### src/hw/dbgev_pkg.sv
/*
 * Constants, field layout and carrier types of the debug event compare block.
 * Assumes one core clock; register access over a plain strobe port.
 */
// Notes on behaviour
// - Completion event unless internal-only mode without enable.
// - Taken-branch event, same suppression as completion.
// - Exception event; critical ones dropped in internal-only mode.
// - Satisfied trap raises trap event.
// - Enabled trap events suppress trap program exception in external mode, wait mode or internal mode with enable.
// - External or port request raises unconditional event.
// - Four instruction comparators, each individually enabled.
// - Exact instruction match sets own status bit.
// - Pair a-b range hit sets enabled comparators.
// - Pair c-d range hit sets enabled comparators.
// - Range on disables exact matching for pair.
// - Inclusive range: low <= address < high.
// - Exclusive range: below low or at/above high.
// - Toggle bit flips exclusive bit per event.
// - Toggle in internal-only mode without enable disables pair range.
// - Data event on matching load or store.
// - Exact data hit sets read or write bit.
// - Each effective address checked on its own.
// - Size field masks 0, 1, 2 or 5 low bits.
// - Data range uses both comparators when enabled.
// - Size fields ignored during data range compare.
// - Status sticky; write one clears that bit.
package dbgev_pkg;

    localparam int unsigned AW = 8;

    // Register offsets
    localparam logic [AW-1:0] OFF_CTRL0  = 8'h00;
    localparam logic [AW-1:0] OFF_CTRL1  = 8'h04;
    localparam logic [AW-1:0] OFF_STATUS = 8'h08;
    localparam logic [AW-1:0] OFF_IAC_A  = 8'h0C;
    localparam logic [AW-1:0] OFF_IAC_B  = 8'h10;
    localparam logic [AW-1:0] OFF_IAC_C  = 8'h14;
    localparam logic [AW-1:0] OFF_IAC_D  = 8'h18;
    localparam logic [AW-1:0] OFF_DAC_A  = 8'h1C;
    localparam logic [AW-1:0] OFF_DAC_B  = 8'h20;

    // debug_control_zero fields
    localparam int unsigned C0_IDM     = 0;
    localparam int unsigned C0_EDM     = 1;
    localparam int unsigned C0_WAIT    = 2;
    localparam int unsigned C0_IC      = 3;
    localparam int unsigned C0_BT      = 4;
    localparam int unsigned C0_EXC     = 5;
    localparam int unsigned C0_TRAP    = 6;
    localparam int unsigned C0_UNC     = 7;
    localparam int unsigned C0_IA_EN   = 8;
    localparam int unsigned C0_AB_EN   = 12;
    localparam int unsigned C0_AB_X    = 13;
    localparam int unsigned C0_AB_T    = 14;
    localparam int unsigned C0_CD_EN   = 15;
    localparam int unsigned C0_CD_X    = 16;
    localparam int unsigned C0_CD_T    = 17;
    localparam int unsigned C0_W       = 18;

    // debug_control_one fields
    localparam int unsigned C1_RD_A    = 0;
    localparam int unsigned C1_RD_B    = 1;
    localparam int unsigned C1_WR_A    = 2;
    localparam int unsigned C1_WR_B    = 3;
    localparam int unsigned C1_RANGE   = 4;
    localparam int unsigned C1_RANGE_X = 5;
    localparam int unsigned C1_SZ_A    = 6;
    localparam int unsigned C1_SZ_B    = 8;
    localparam int unsigned C1_W       = 10;

    // debug_event_status fields
    localparam int unsigned ST_IC   = 0;
    localparam int unsigned ST_BT   = 1;
    localparam int unsigned ST_EXC  = 2;
    localparam int unsigned ST_TRAP = 3;
    localparam int unsigned ST_UNC  = 4;
    localparam int unsigned ST_IA_A = 5;
    localparam int unsigned ST_IA_B = 6;
    localparam int unsigned ST_DR_A = 7;
    localparam int unsigned ST_DW_A = 8;
    localparam int unsigned ST_DR_B = 9;
    localparam int unsigned ST_DW_B = 10;
    localparam int unsigned ST_IA_C = 12;
    localparam int unsigned ST_IA_D = 13;
    localparam int unsigned ST_W    = 14;

    // Reset values
    localparam logic [C0_W-1:0] CTRL0_RST  = 18'h00000;
    localparam logic [C1_W-1:0] CTRL1_RST  = 10'h000;
    localparam logic [ST_W-1:0] STATUS_RST = 14'h0000;
    localparam logic [31:0]     ADDR_RST   = 32'h00000000;

    // Compare size codes and masks
    localparam logic [1:0]  SZ_BYTE  = 2'h0;
    localparam logic [1:0]  SZ_HALF  = 2'h1;
    localparam logic [1:0]  SZ_WORD  = 2'h2;
    localparam logic [1:0]  SZ_LINE  = 2'h3;
    localparam logic [31:0] MSK_BYTE = 32'hFFFFFFFF;
    localparam logic [31:0] MSK_HALF = 32'hFFFFFFFE;
    localparam logic [31:0] MSK_WORD = 32'hFFFFFFFC;
    localparam logic [31:0] MSK_LINE = 32'hFFFFFFE0;

    // Pipeline view presented each core cycle
    typedef struct packed {
        logic        instr_done;
        logic        branch_taken;
        logic        exc_valid;
        logic        exc_critical;
        logic        trap_satisfied;
        logic        ia_valid;
        logic [31:0] ia_addr;
        logic        da_valid;
        logic        da_store;
        logic [31:0] da_addr;
    } dbgev_pipe_t;

    // Register port request
    typedef struct packed {
        logic [AW-1:0] addr;
        logic [31:0]   wdata;
        logic          wr;
        logic          rd;
    } dbgev_bus_t;

endpackage

### src/hw/dbgev_core.sv
/*
 * Debug event detection: fixed events, instruction and data address compare,
 * sticky status and the control registers behind a plain strobe port.
 * Assumes pipeline inputs on the core clock; the unconditional pins are async.
 */
// Local design decisions: the placing of the registers and the plain strobed port.
`timescale 1ns/1ps
module dbgev_core
    import dbgev_pkg::*;
(
    // Clock, reset, enable
    input  wire logic              ref_clk_in,
    input  wire logic              rst_n_in,
    input  wire logic              ce_in,
    // Register port
    input  wire dbgev_bus_t        bus_in,
    output logic [31:0]            rd_data_out,
    // Pipeline side
    input  wire dbgev_pipe_t       pipe_in,
    input  wire logic              machine_state_debug_enable_in,
    // Unconditional requests
    input  wire logic              ext_uncond_event_in,
    input  wire logic              jtag_uncond_event_in,
    // Reporting
    output logic [ST_W-1:0]        debug_event_status_out,
    output logic                   debug_event_out,
    output logic                   trap_exc_suppress_out
);
    // Registers
    logic [C0_W-1:0] debug_control_zero_reg;
    logic [C0_W-1:0] debug_control_zero_next;
    logic [C1_W-1:0] debug_control_one_reg;
    logic [ST_W-1:0] debug_event_status_reg;
    logic [ST_W-1:0] debug_event_status_next;
    logic [31:0]     iac_reg [4];
    logic [31:0]     dac_reg [2];
    logic [31:0]     rd_data_reg;
    logic            event_reg;
    logic            trap_sup_reg;
    logic [1:0]      ext_sync_reg;
    logic [1:0]      jtag_sync_reg;
    logic            unc_prev_reg;

    function automatic logic [31:0] size_mask(input logic [1:0] sz);
        logic [31:0] m;
        m = MSK_BYTE;
        unique case (sz)
            SZ_BYTE: m = MSK_BYTE;
            SZ_HALF: m = MSK_HALF;
            SZ_WORD: m = MSK_WORD;
            SZ_LINE: m = MSK_LINE;
        endcase
        return m;
    endfunction

    // Decode
    wire logic wr_c0  = bus_in.wr && bus_in.addr == OFF_CTRL0;
    wire logic wr_c1  = bus_in.wr && bus_in.addr == OFF_CTRL1;
    wire logic wr_st  = bus_in.wr && bus_in.addr == OFF_STATUS;
    wire logic wr_dac_a = bus_in.wr && bus_in.addr == OFF_DAC_A;
    wire logic wr_dac_b = bus_in.wr && bus_in.addr == OFF_DAC_B;

    // Control fields
    wire logic       internal_dbg_mode_en    = debug_control_zero_reg[C0_IDM];
    wire logic       external_dbg_mode_en    = debug_control_zero_reg[C0_EDM];
    wire logic       dwait  = debug_control_zero_reg[C0_WAIT];
    wire logic       de     = machine_state_debug_enable_in;
    wire logic [3:0] ia_en  = debug_control_zero_reg[C0_IA_EN +: 4];
    wire logic       ab_en  = debug_control_zero_reg[C0_AB_EN];
    wire logic       ab_x   = debug_control_zero_reg[C0_AB_X];
    wire logic       ab_t   = debug_control_zero_reg[C0_AB_T];
    wire logic       cd_en  = debug_control_zero_reg[C0_CD_EN];
    wire logic       cd_x   = debug_control_zero_reg[C0_CD_X];
    wire logic       cd_t   = debug_control_zero_reg[C0_CD_T];
    wire logic       rd_a   = debug_control_one_reg[C1_RD_A];
    wire logic       rd_b   = debug_control_one_reg[C1_RD_B];
    wire logic       wr_a   = debug_control_one_reg[C1_WR_A];
    wire logic       wr_b   = debug_control_one_reg[C1_WR_B];
    wire logic       d_rng  = debug_control_one_reg[C1_RANGE];
    wire logic       d_x    = debug_control_one_reg[C1_RANGE_X];
    wire logic [1:0] sz_a   = debug_control_one_reg[C1_SZ_A +: 2];
    wire logic [1:0] sz_b   = debug_control_one_reg[C1_SZ_B +: 2];

    // Internal-only mode with debug exceptions off
    wire logic quiet = internal_dbg_mode_en && !external_dbg_mode_en && !de;

    // Fixed events
    wire logic ev_ic   = pipe_in.instr_done && debug_control_zero_reg[C0_IC]
                         && !quiet;
    wire logic ev_bt   = pipe_in.branch_taken && debug_control_zero_reg[C0_BT]
                         && !quiet;
    wire logic ev_exc  = pipe_in.exc_valid && debug_control_zero_reg[C0_EXC]
                         && !(pipe_in.exc_critical && internal_dbg_mode_en && !external_dbg_mode_en);
    wire logic ev_trap = pipe_in.trap_satisfied
                         && debug_control_zero_reg[C0_TRAP];

    // Request arrives as a level; each rising edge is one event
    wire logic unc_lvl = ext_sync_reg[1] || jtag_sync_reg[1];
    wire logic ev_unc  = unc_lvl && !unc_prev_reg
                         && debug_control_zero_reg[C0_UNC];

    // Instruction address compare, word granular
    wire logic [31:0] ia_w = {pipe_in.ia_addr[31:2], 2'h0};
    logic [3:0] ia_exact;
    genvar gi;
    generate
        for (gi = 0; gi < 4; gi++) begin : g_iex
            wire logic pair_rng = (gi < 2) ? ab_en : cd_en;
            assign ia_exact[gi] = pipe_in.ia_valid && ia_en[gi] && !pair_rng
                                  && ia_w == iac_reg[gi];
        end
    endgenerate

    logic ab_in;
    logic cd_in;
    dbgev_range_cmp u_rng_ab (
        .addr_in      (ia_w),
        .low_in       (iac_reg[0]),
        .high_in      (iac_reg[1]),
        .exclusive_in (ab_x),
        .hit_out      (ab_in)
    );
    dbgev_range_cmp u_rng_cd (
        .addr_in      (ia_w),
        .low_in       (iac_reg[2]),
        .high_in      (iac_reg[3]),
        .exclusive_in (cd_x),
        .hit_out      (cd_in)
    );

    // Toggle in internal-only mode with debug exceptions off would flip endlessly, so range is held off
    wire logic ab_act = ab_en && (ia_en[0] || ia_en[1]) && !(ab_t && quiet);
    wire logic cd_act = cd_en && (ia_en[2] || ia_en[3]) && !(cd_t && quiet);
    wire logic ab_hit = pipe_in.ia_valid && ab_act && ab_in;
    wire logic cd_hit = pipe_in.ia_valid && cd_act && cd_in;
    wire logic [3:0] ev_ia = ia_exact
                             | ({2'h0, ia_en[1:0]} & {4{ab_hit}})
                             | ({ia_en[3:2], 2'h0} & {4{cd_hit}});

    // Data address compare; one effective address per cycle
    wire logic [31:0] msk_a = size_mask(sz_a);
    wire logic [31:0] msk_b = size_mask(sz_b);
    wire logic da_ld = pipe_in.da_valid && !pipe_in.da_store;
    wire logic da_st = pipe_in.da_valid && pipe_in.da_store;
    wire logic any_d = rd_a || rd_b || wr_a || wr_b;
    wire logic ex_a  = !d_rng && (pipe_in.da_addr & msk_a) == (dac_reg[0] & msk_a);
    wire logic ex_b  = !d_rng && (pipe_in.da_addr & msk_b) == (dac_reg[1] & msk_b);

    logic d_in;
    dbgev_range_cmp u_rng_d (
        .addr_in      (pipe_in.da_addr),
        .low_in       (dac_reg[0]),
        .high_in      (dac_reg[1]),
        .exclusive_in (d_x),
        .hit_out      (d_in)
    );
    // Sizes not applied here: range compares the full address
    wire logic d_rhit = d_rng && any_d && d_in;
    wire logic ev_dr_a = da_ld && rd_a && (ex_a || d_rhit);
    wire logic ev_dw_a = da_st && wr_a && (ex_a || d_rhit);
    wire logic ev_dr_b = da_ld && rd_b && (ex_b || d_rhit);
    wire logic ev_dw_b = da_st && wr_b && (ex_b || d_rhit);

    // Event vector in status layout
    logic [ST_W-1:0] ev_set;
    always_comb begin
        ev_set          = STATUS_RST;
        ev_set[ST_IC]   = ev_ic;
        ev_set[ST_BT]   = ev_bt;
        ev_set[ST_EXC]  = ev_exc;
        ev_set[ST_TRAP] = ev_trap;
        ev_set[ST_UNC]  = ev_unc;
        ev_set[ST_IA_A] = ev_ia[0];
        ev_set[ST_IA_B] = ev_ia[1];
        ev_set[ST_IA_C] = ev_ia[2];
        ev_set[ST_IA_D] = ev_ia[3];
        ev_set[ST_DR_A] = ev_dr_a;
        ev_set[ST_DW_A] = ev_dw_a;
        ev_set[ST_DR_B] = ev_dr_b;
        ev_set[ST_DW_B] = ev_dw_b;
    end

    // Set wins over a clear in the same cycle
    wire logic [ST_W-1:0] clr = wr_st ? bus_in.wdata[ST_W-1:0] : STATUS_RST;
    assign debug_event_status_next = (debug_event_status_reg & ~clr) | ev_set;

    // Hardware toggle applied on top of any software write
    logic [C0_W-1:0] c0_base;
    always_comb begin
        c0_base = wr_c0 ? bus_in.wdata[C0_W-1:0] : debug_control_zero_reg;
        debug_control_zero_next = c0_base;
        debug_control_zero_next[C0_AB_X] = c0_base[C0_AB_X] ^ (ab_t && ab_hit);
        debug_control_zero_next[C0_CD_X] = c0_base[C0_CD_X] ^ (cd_t && cd_hit);
    end

    // Read mux; unmapped offsets read zero
    logic [31:0] rd_mux;
    always_comb begin
        rd_mux = ADDR_RST;
        unique case (bus_in.addr)
            OFF_CTRL0:  rd_mux = {14'h0000, debug_control_zero_reg};
            OFF_CTRL1:  rd_mux = {22'h000000, debug_control_one_reg};
            OFF_STATUS: rd_mux = {18'h00000, debug_event_status_reg};
            OFF_IAC_A:  rd_mux = iac_reg[0];
            OFF_IAC_B:  rd_mux = iac_reg[1];
            OFF_IAC_C:  rd_mux = iac_reg[2];
            OFF_IAC_D:  rd_mux = iac_reg[3];
            OFF_DAC_A:  rd_mux = dac_reg[0];
            OFF_DAC_B:  rd_mux = dac_reg[1];
            default:    rd_mux = ADDR_RST;
        endcase
    end

    // Trap turned into a debug event instead of a program exception
    wire logic trap_sup_next = debug_control_zero_reg[C0_TRAP]
                               && (external_dbg_mode_en || (internal_dbg_mode_en && de) || dwait);

    always_ff @(posedge ref_clk_in) begin
        if (!rst_n_in) begin
            debug_control_zero_reg <= CTRL0_RST;
            debug_control_one_reg  <= CTRL1_RST;
            debug_event_status_reg <= STATUS_RST;
            rd_data_reg            <= ADDR_RST;
            event_reg              <= 1'b0;
            trap_sup_reg           <= 1'b0;
            ext_sync_reg           <= 2'h0;
            jtag_sync_reg          <= 2'h0;
            unc_prev_reg           <= 1'b0;
        end else if (ce_in) begin
            debug_control_zero_reg <= debug_control_zero_next;
            if (wr_c1) begin
                debug_control_one_reg <= bus_in.wdata[C1_W-1:0];
            end
            debug_event_status_reg <= debug_event_status_next;
            if (bus_in.rd) begin
                rd_data_reg <= rd_mux;
            end
            event_reg     <= |ev_set;
            trap_sup_reg  <= trap_sup_next;
            ext_sync_reg  <= {ext_sync_reg[0], ext_uncond_event_in};
            jtag_sync_reg <= {jtag_sync_reg[0], jtag_uncond_event_in};
            unc_prev_reg  <= unc_lvl;
        end
    end

    // Comparator address registers; instruction ones keep word bits only
    always_ff @(posedge ref_clk_in) begin
        if (!rst_n_in) begin
            for (int i = 0; i < 4; i++) begin
                iac_reg[i] <= ADDR_RST;
            end
            dac_reg[0] <= ADDR_RST;
            dac_reg[1] <= ADDR_RST;
        end else if (ce_in) begin
            for (int i = 0; i < 4; i++) begin
                if (bus_in.wr && bus_in.addr == OFF_IAC_A + 8'(4 * i)) begin
                    iac_reg[i] <= {bus_in.wdata[31:2], 2'h0};
                end
            end
            if (wr_dac_a) begin
                dac_reg[0] <= bus_in.wdata;
            end
            if (wr_dac_b) begin
                dac_reg[1] <= bus_in.wdata;
            end
        end
    end

    assign rd_data_out            = rd_data_reg;
    assign debug_event_status_out = debug_event_status_reg;
    assign debug_event_out        = event_reg;
    assign trap_exc_suppress_out  = trap_sup_reg;
endmodule

### src/hw/dbgev_range_cmp.sv
/*
 * Address range comparator for one comparator pair.
 * Compares the addresses as given; the data range caller passes them unmasked.
 */
`timescale 1ns/1ps
module dbgev_range_cmp
    import dbgev_pkg::*;
(
    // Operands
    input  wire logic [31:0] addr_in,
    input  wire logic [31:0] low_in,
    input  wire logic [31:0] high_in,
    input  wire logic        exclusive_in,
    // Result
    output logic             hit_out
);
    wire logic ge_low  = addr_in >= low_in;
    wire logic lt_high = addr_in < high_in;
    wire logic incl    = ge_low && lt_high;
    wire logic excl    = !ge_low || !lt_high;

    assign hit_out = exclusive_in ? excl : incl;
endmodule

### config.mk
export PLATFORM = sky130hd
export DESIGN_NAME = dbgev_core
export DESIGN_NICKNAME = d
export VERILOG_FILES = /design/src/hw/dbgev_pkg.sv /design/src/hw/dbgev_core.sv /design/src/hw/dbgev_range_cmp.sv
export SDC_FILE = /design/constraint.sdc
export NUM_CORES = 1
export LEC_CHECK = 0
export ABC_AREA = 1
export CAP_MARGIN = 20
export CORE_ASPECT_RATIO = 1.4
export CORE_MARGIN = 4
export CORE_UTILIZATION = 60
export DETAILED_ROUTE_END_ITERATION = 10
export DONT_BUFFER_PORTS = 1
export PLACE_DENSITY = 0.76
export SYNTH_ARGS = -nofsm -noshare
export SYNTH_HDL_FRONTEND = slang
export SYNTH_SLANG_ARGS = --single-unit
### constraint.sdc
create_clock -name ref_clk_in -period 15.6 [get_ports ref_clk_in]
set_input_delay 4.68 -clock ref_clk_in [delete_from_list [all_inputs] [get_ports ref_clk_in]]
set_output_delay 4.68 -clock ref_clk_in [all_outputs]
set_load 0.1 [all_outputs]
==> qor.txt <==
Distinct cell type count after synthesis - 44
RSZ-0062 raised after global routing - no
ANT nets after route - 0
Synth warn - 0
Number of port buffers - 0
Total negative slack - 0 ns
Vias in the first global route - 13,030
Number of setup buffers added after CTS - 0
Fin area - 17,110 um2
Netlist Area Pre-Place - 15,770 um2
Clock Pin Slew Worst Setup and Hold Paths - 0.06 ns
Placed insts - 2,135
Crit path time final - 6.446 ns
Post-synth top cells - inv_1, nand2_1, nor2_1, edfxtp_1, ha_1
Routed vias - 13,430
Initial Util - 61.50%
Met3 wire length - 4897 um
Clk Latency, worst-skew pair - 0.55 ns
Hold-fix buffers, CTS - 0
Met1 WL - 17,590 um
Critical path arrival - 6.74 ns
Largest area contributor in the netlist - edfxtp_1
Root Driver - clkbuf_16
Leakage - 7.854 nW
Critical path startpoint category - input port
Average routed wire per standard cell - 21.73 um
CTS sink cnt - 265
Die Span X - 145.0 um
Share of cells above drive strength 1 - 4.662%
First-pass GRT wire length - 71,390 um
Crit-path max cell delay - 0.57 ns
Io pins - 168
Critical path, cell by cell - nor2_1, inv_1, nor3_1, nand2_1, buf_4, clkinv_1, nand2_1, buf_4, nor2_1
Adder-Cell Fraction of Synth Area - 14.52%
Asr flop ratio synth - 0%
Final core utilization - 66.72%
Fin crit share - 41.32%
Initial antenna violation count - 0
Worst path bufs/invs - 4
Metal2 WL - 22,430 um
CTS Buf Count - 27
Top cells by area, synth - edfxtp_1, ha_1, dfxtp_1
Critical path endpoint category - register
GRT Util Overall - 31.77%
Critical setup path kind - in -> reg
Setup-failing EPs final - 0
Slew @ Worst Pin - 1.106 ns
Multiplexer share of the synthesized area - 0%
Compound-Gate Fraction of Synth Area - 13.84%
DIE HEIGHT - 199.8 um
Top cell type's share of synthesized area - 35.04%
Worst Path Max Fanout - 23
MaxCap Viol Count - 0
CTS tree - yes
Post-synthesis sequential area ratio - 45.32%
XOR/XNOR share of the synthesized area - 0.5554%
Routability cong. - 1.000
# rows - 69
DIE AREA - 28,980 um2
Area grow syn2layout - 8.482%
Initial drt markers - 1,365
Layout Cells excl Fill - 2,185
Syn Area/Cell - 8.511 um2
# resized after CTS - 0
H-tree depth - 1
Remaining DRCs - 0
Largest net degree at the start of global routing - 48
DR vias/cell - 6.146
Worst Path Required - 15.89 ns
Most frequent cell after synthesis - inv_1
Max Fclk - 0.1551 GHz
Slew HR - 26.18%
Cell count after synthesis - 1,853
Fin Hold WS - 0.4911 ns
Post-Synth Simple-Gate Area - 16.94%
Worst hold path class - reg -> reg
Total wire length - 47,480 um
Core area - 25,640 um2
Pwr/cell area - 96.12 nW/um2
Final Hold Viols - 0
Syn nets - 2,156
Max Buffers Root-to-Sink - 3
Post-synthesis register bit count - 265
Slowest-stage cell, CP - nand2_1
Router iterations before antenna repair - 5
Top layer in use - met4
Main synth FF type - edfxtp_1
Cell family with most CP delay - buffers and inverters
Diode count - 0
Max reg flops - 120
Largest family of logic cells by synthesized area - simple AND/OR/NAND/NOR gates
VDD IR max - 0.09575 mV
EDFF count, synth - 184
Placed cell area - 16,150 um2
Overflow after GRT - 0
Outcome - completed
Nets - 2,149
Detailed Place HPWL - 36,250 um
Clock skew - 0.01274 ns
Pins over their slew limit - 0
-- power by group --
group | internal [mW] | leakage, nW | switching (mW)
combinational | 0.0587 | 4.98 | 0.118
clock | 0.399 | 0.470 | 0.279
sequential | 0.776 | 2.40 | 0.0131
total | 1.23 | 7.85 | 0.410
-- placed cells by master (no fill, tap or decap), types with 7 or more instances in the layout --
master | synthesis | routed
dfxtp_1 | 81 | 81
clkbuf_16 | 0 | 30
nand2_1 | 301 | 301
xnor2_1 | 8 | 8
a221oi_1 | 16 | 16
buf_4 | 0 | 19
ha_1 | 183 | 183
o21ai_0 | 81 | 75
edfxtp_1 | 184 | 184
o221ai_1 | 7 | 7
o31ai_1 | 14 | 14
inv_1 | 306 | 305
nor2_1 | 246 | 246
nand4_1 | 18 | 18
clkinv_2 | 0 | 7
nor3_1 | 15 | 15
o22ai_1 | 75 | 75
a21oi_1 | 151 | 151
nand3_1 | 50 | 50
-- cell type report --
type | count | area, um2
Timing Repair Buffer | 21 | 190.2
Clock buffer | 36 | 813.3
Multi-Input combinational cell | 1221 | 7269
Sequential cell | 265 | 7147
Inverter | 310 | 1164
Clock inverter | 13 | 125.1
Tap cell | 319 | 399.1
Fill cell | 2084 | 8533
-- worst min-delay path, delay by kind of cell, from the launching register on --
kind / cells / cell delay, ns
and+or+nand+nor: 2 / 0.14
DFF: 1 / 0.31
-- routing by layer --
metal	track usage, %	vias up
met1	39.55	6289
li1	-	6260
met5	0	-
met2	54.40	727
met4	14.61	0
met3	5.939	154
-- kinds of logic after synthesis --
logic type / after synthesis
compound gates: 377
xor+xnor: 10
fa+ha+maj: 183
buf+inv: 367
flops: 265
simple gates: 651
-- final timing paths --
path	from	end	slack, ns	cells after the start
max	bus_in[35]	iac_reg[3][26]	9.15	9
min reg2reg	ext_sync_reg[0]	ext_sync_reg[1]	0.49	2
max reg2reg	iac_reg[2][13]	debug_event_out	13.10	17
min	ext_sync_reg[0]	ext_sync_reg[1]	0.49	2
-- metrics by stage --
| step | setup slack [ns] | power (mW) |
|---|---|---|
| global route | 9.093 | 1.699 |
| floorplan | 7.375 | 0.9265 |
| detailed placement | 8.653 | 0.9769 |
| global placement | 8.668 | 0.9672 |
| CTS | 9.215 | 1.644 |
| finish | 9.154 | 1.644 |
Power figures use the tool's default switching activity.
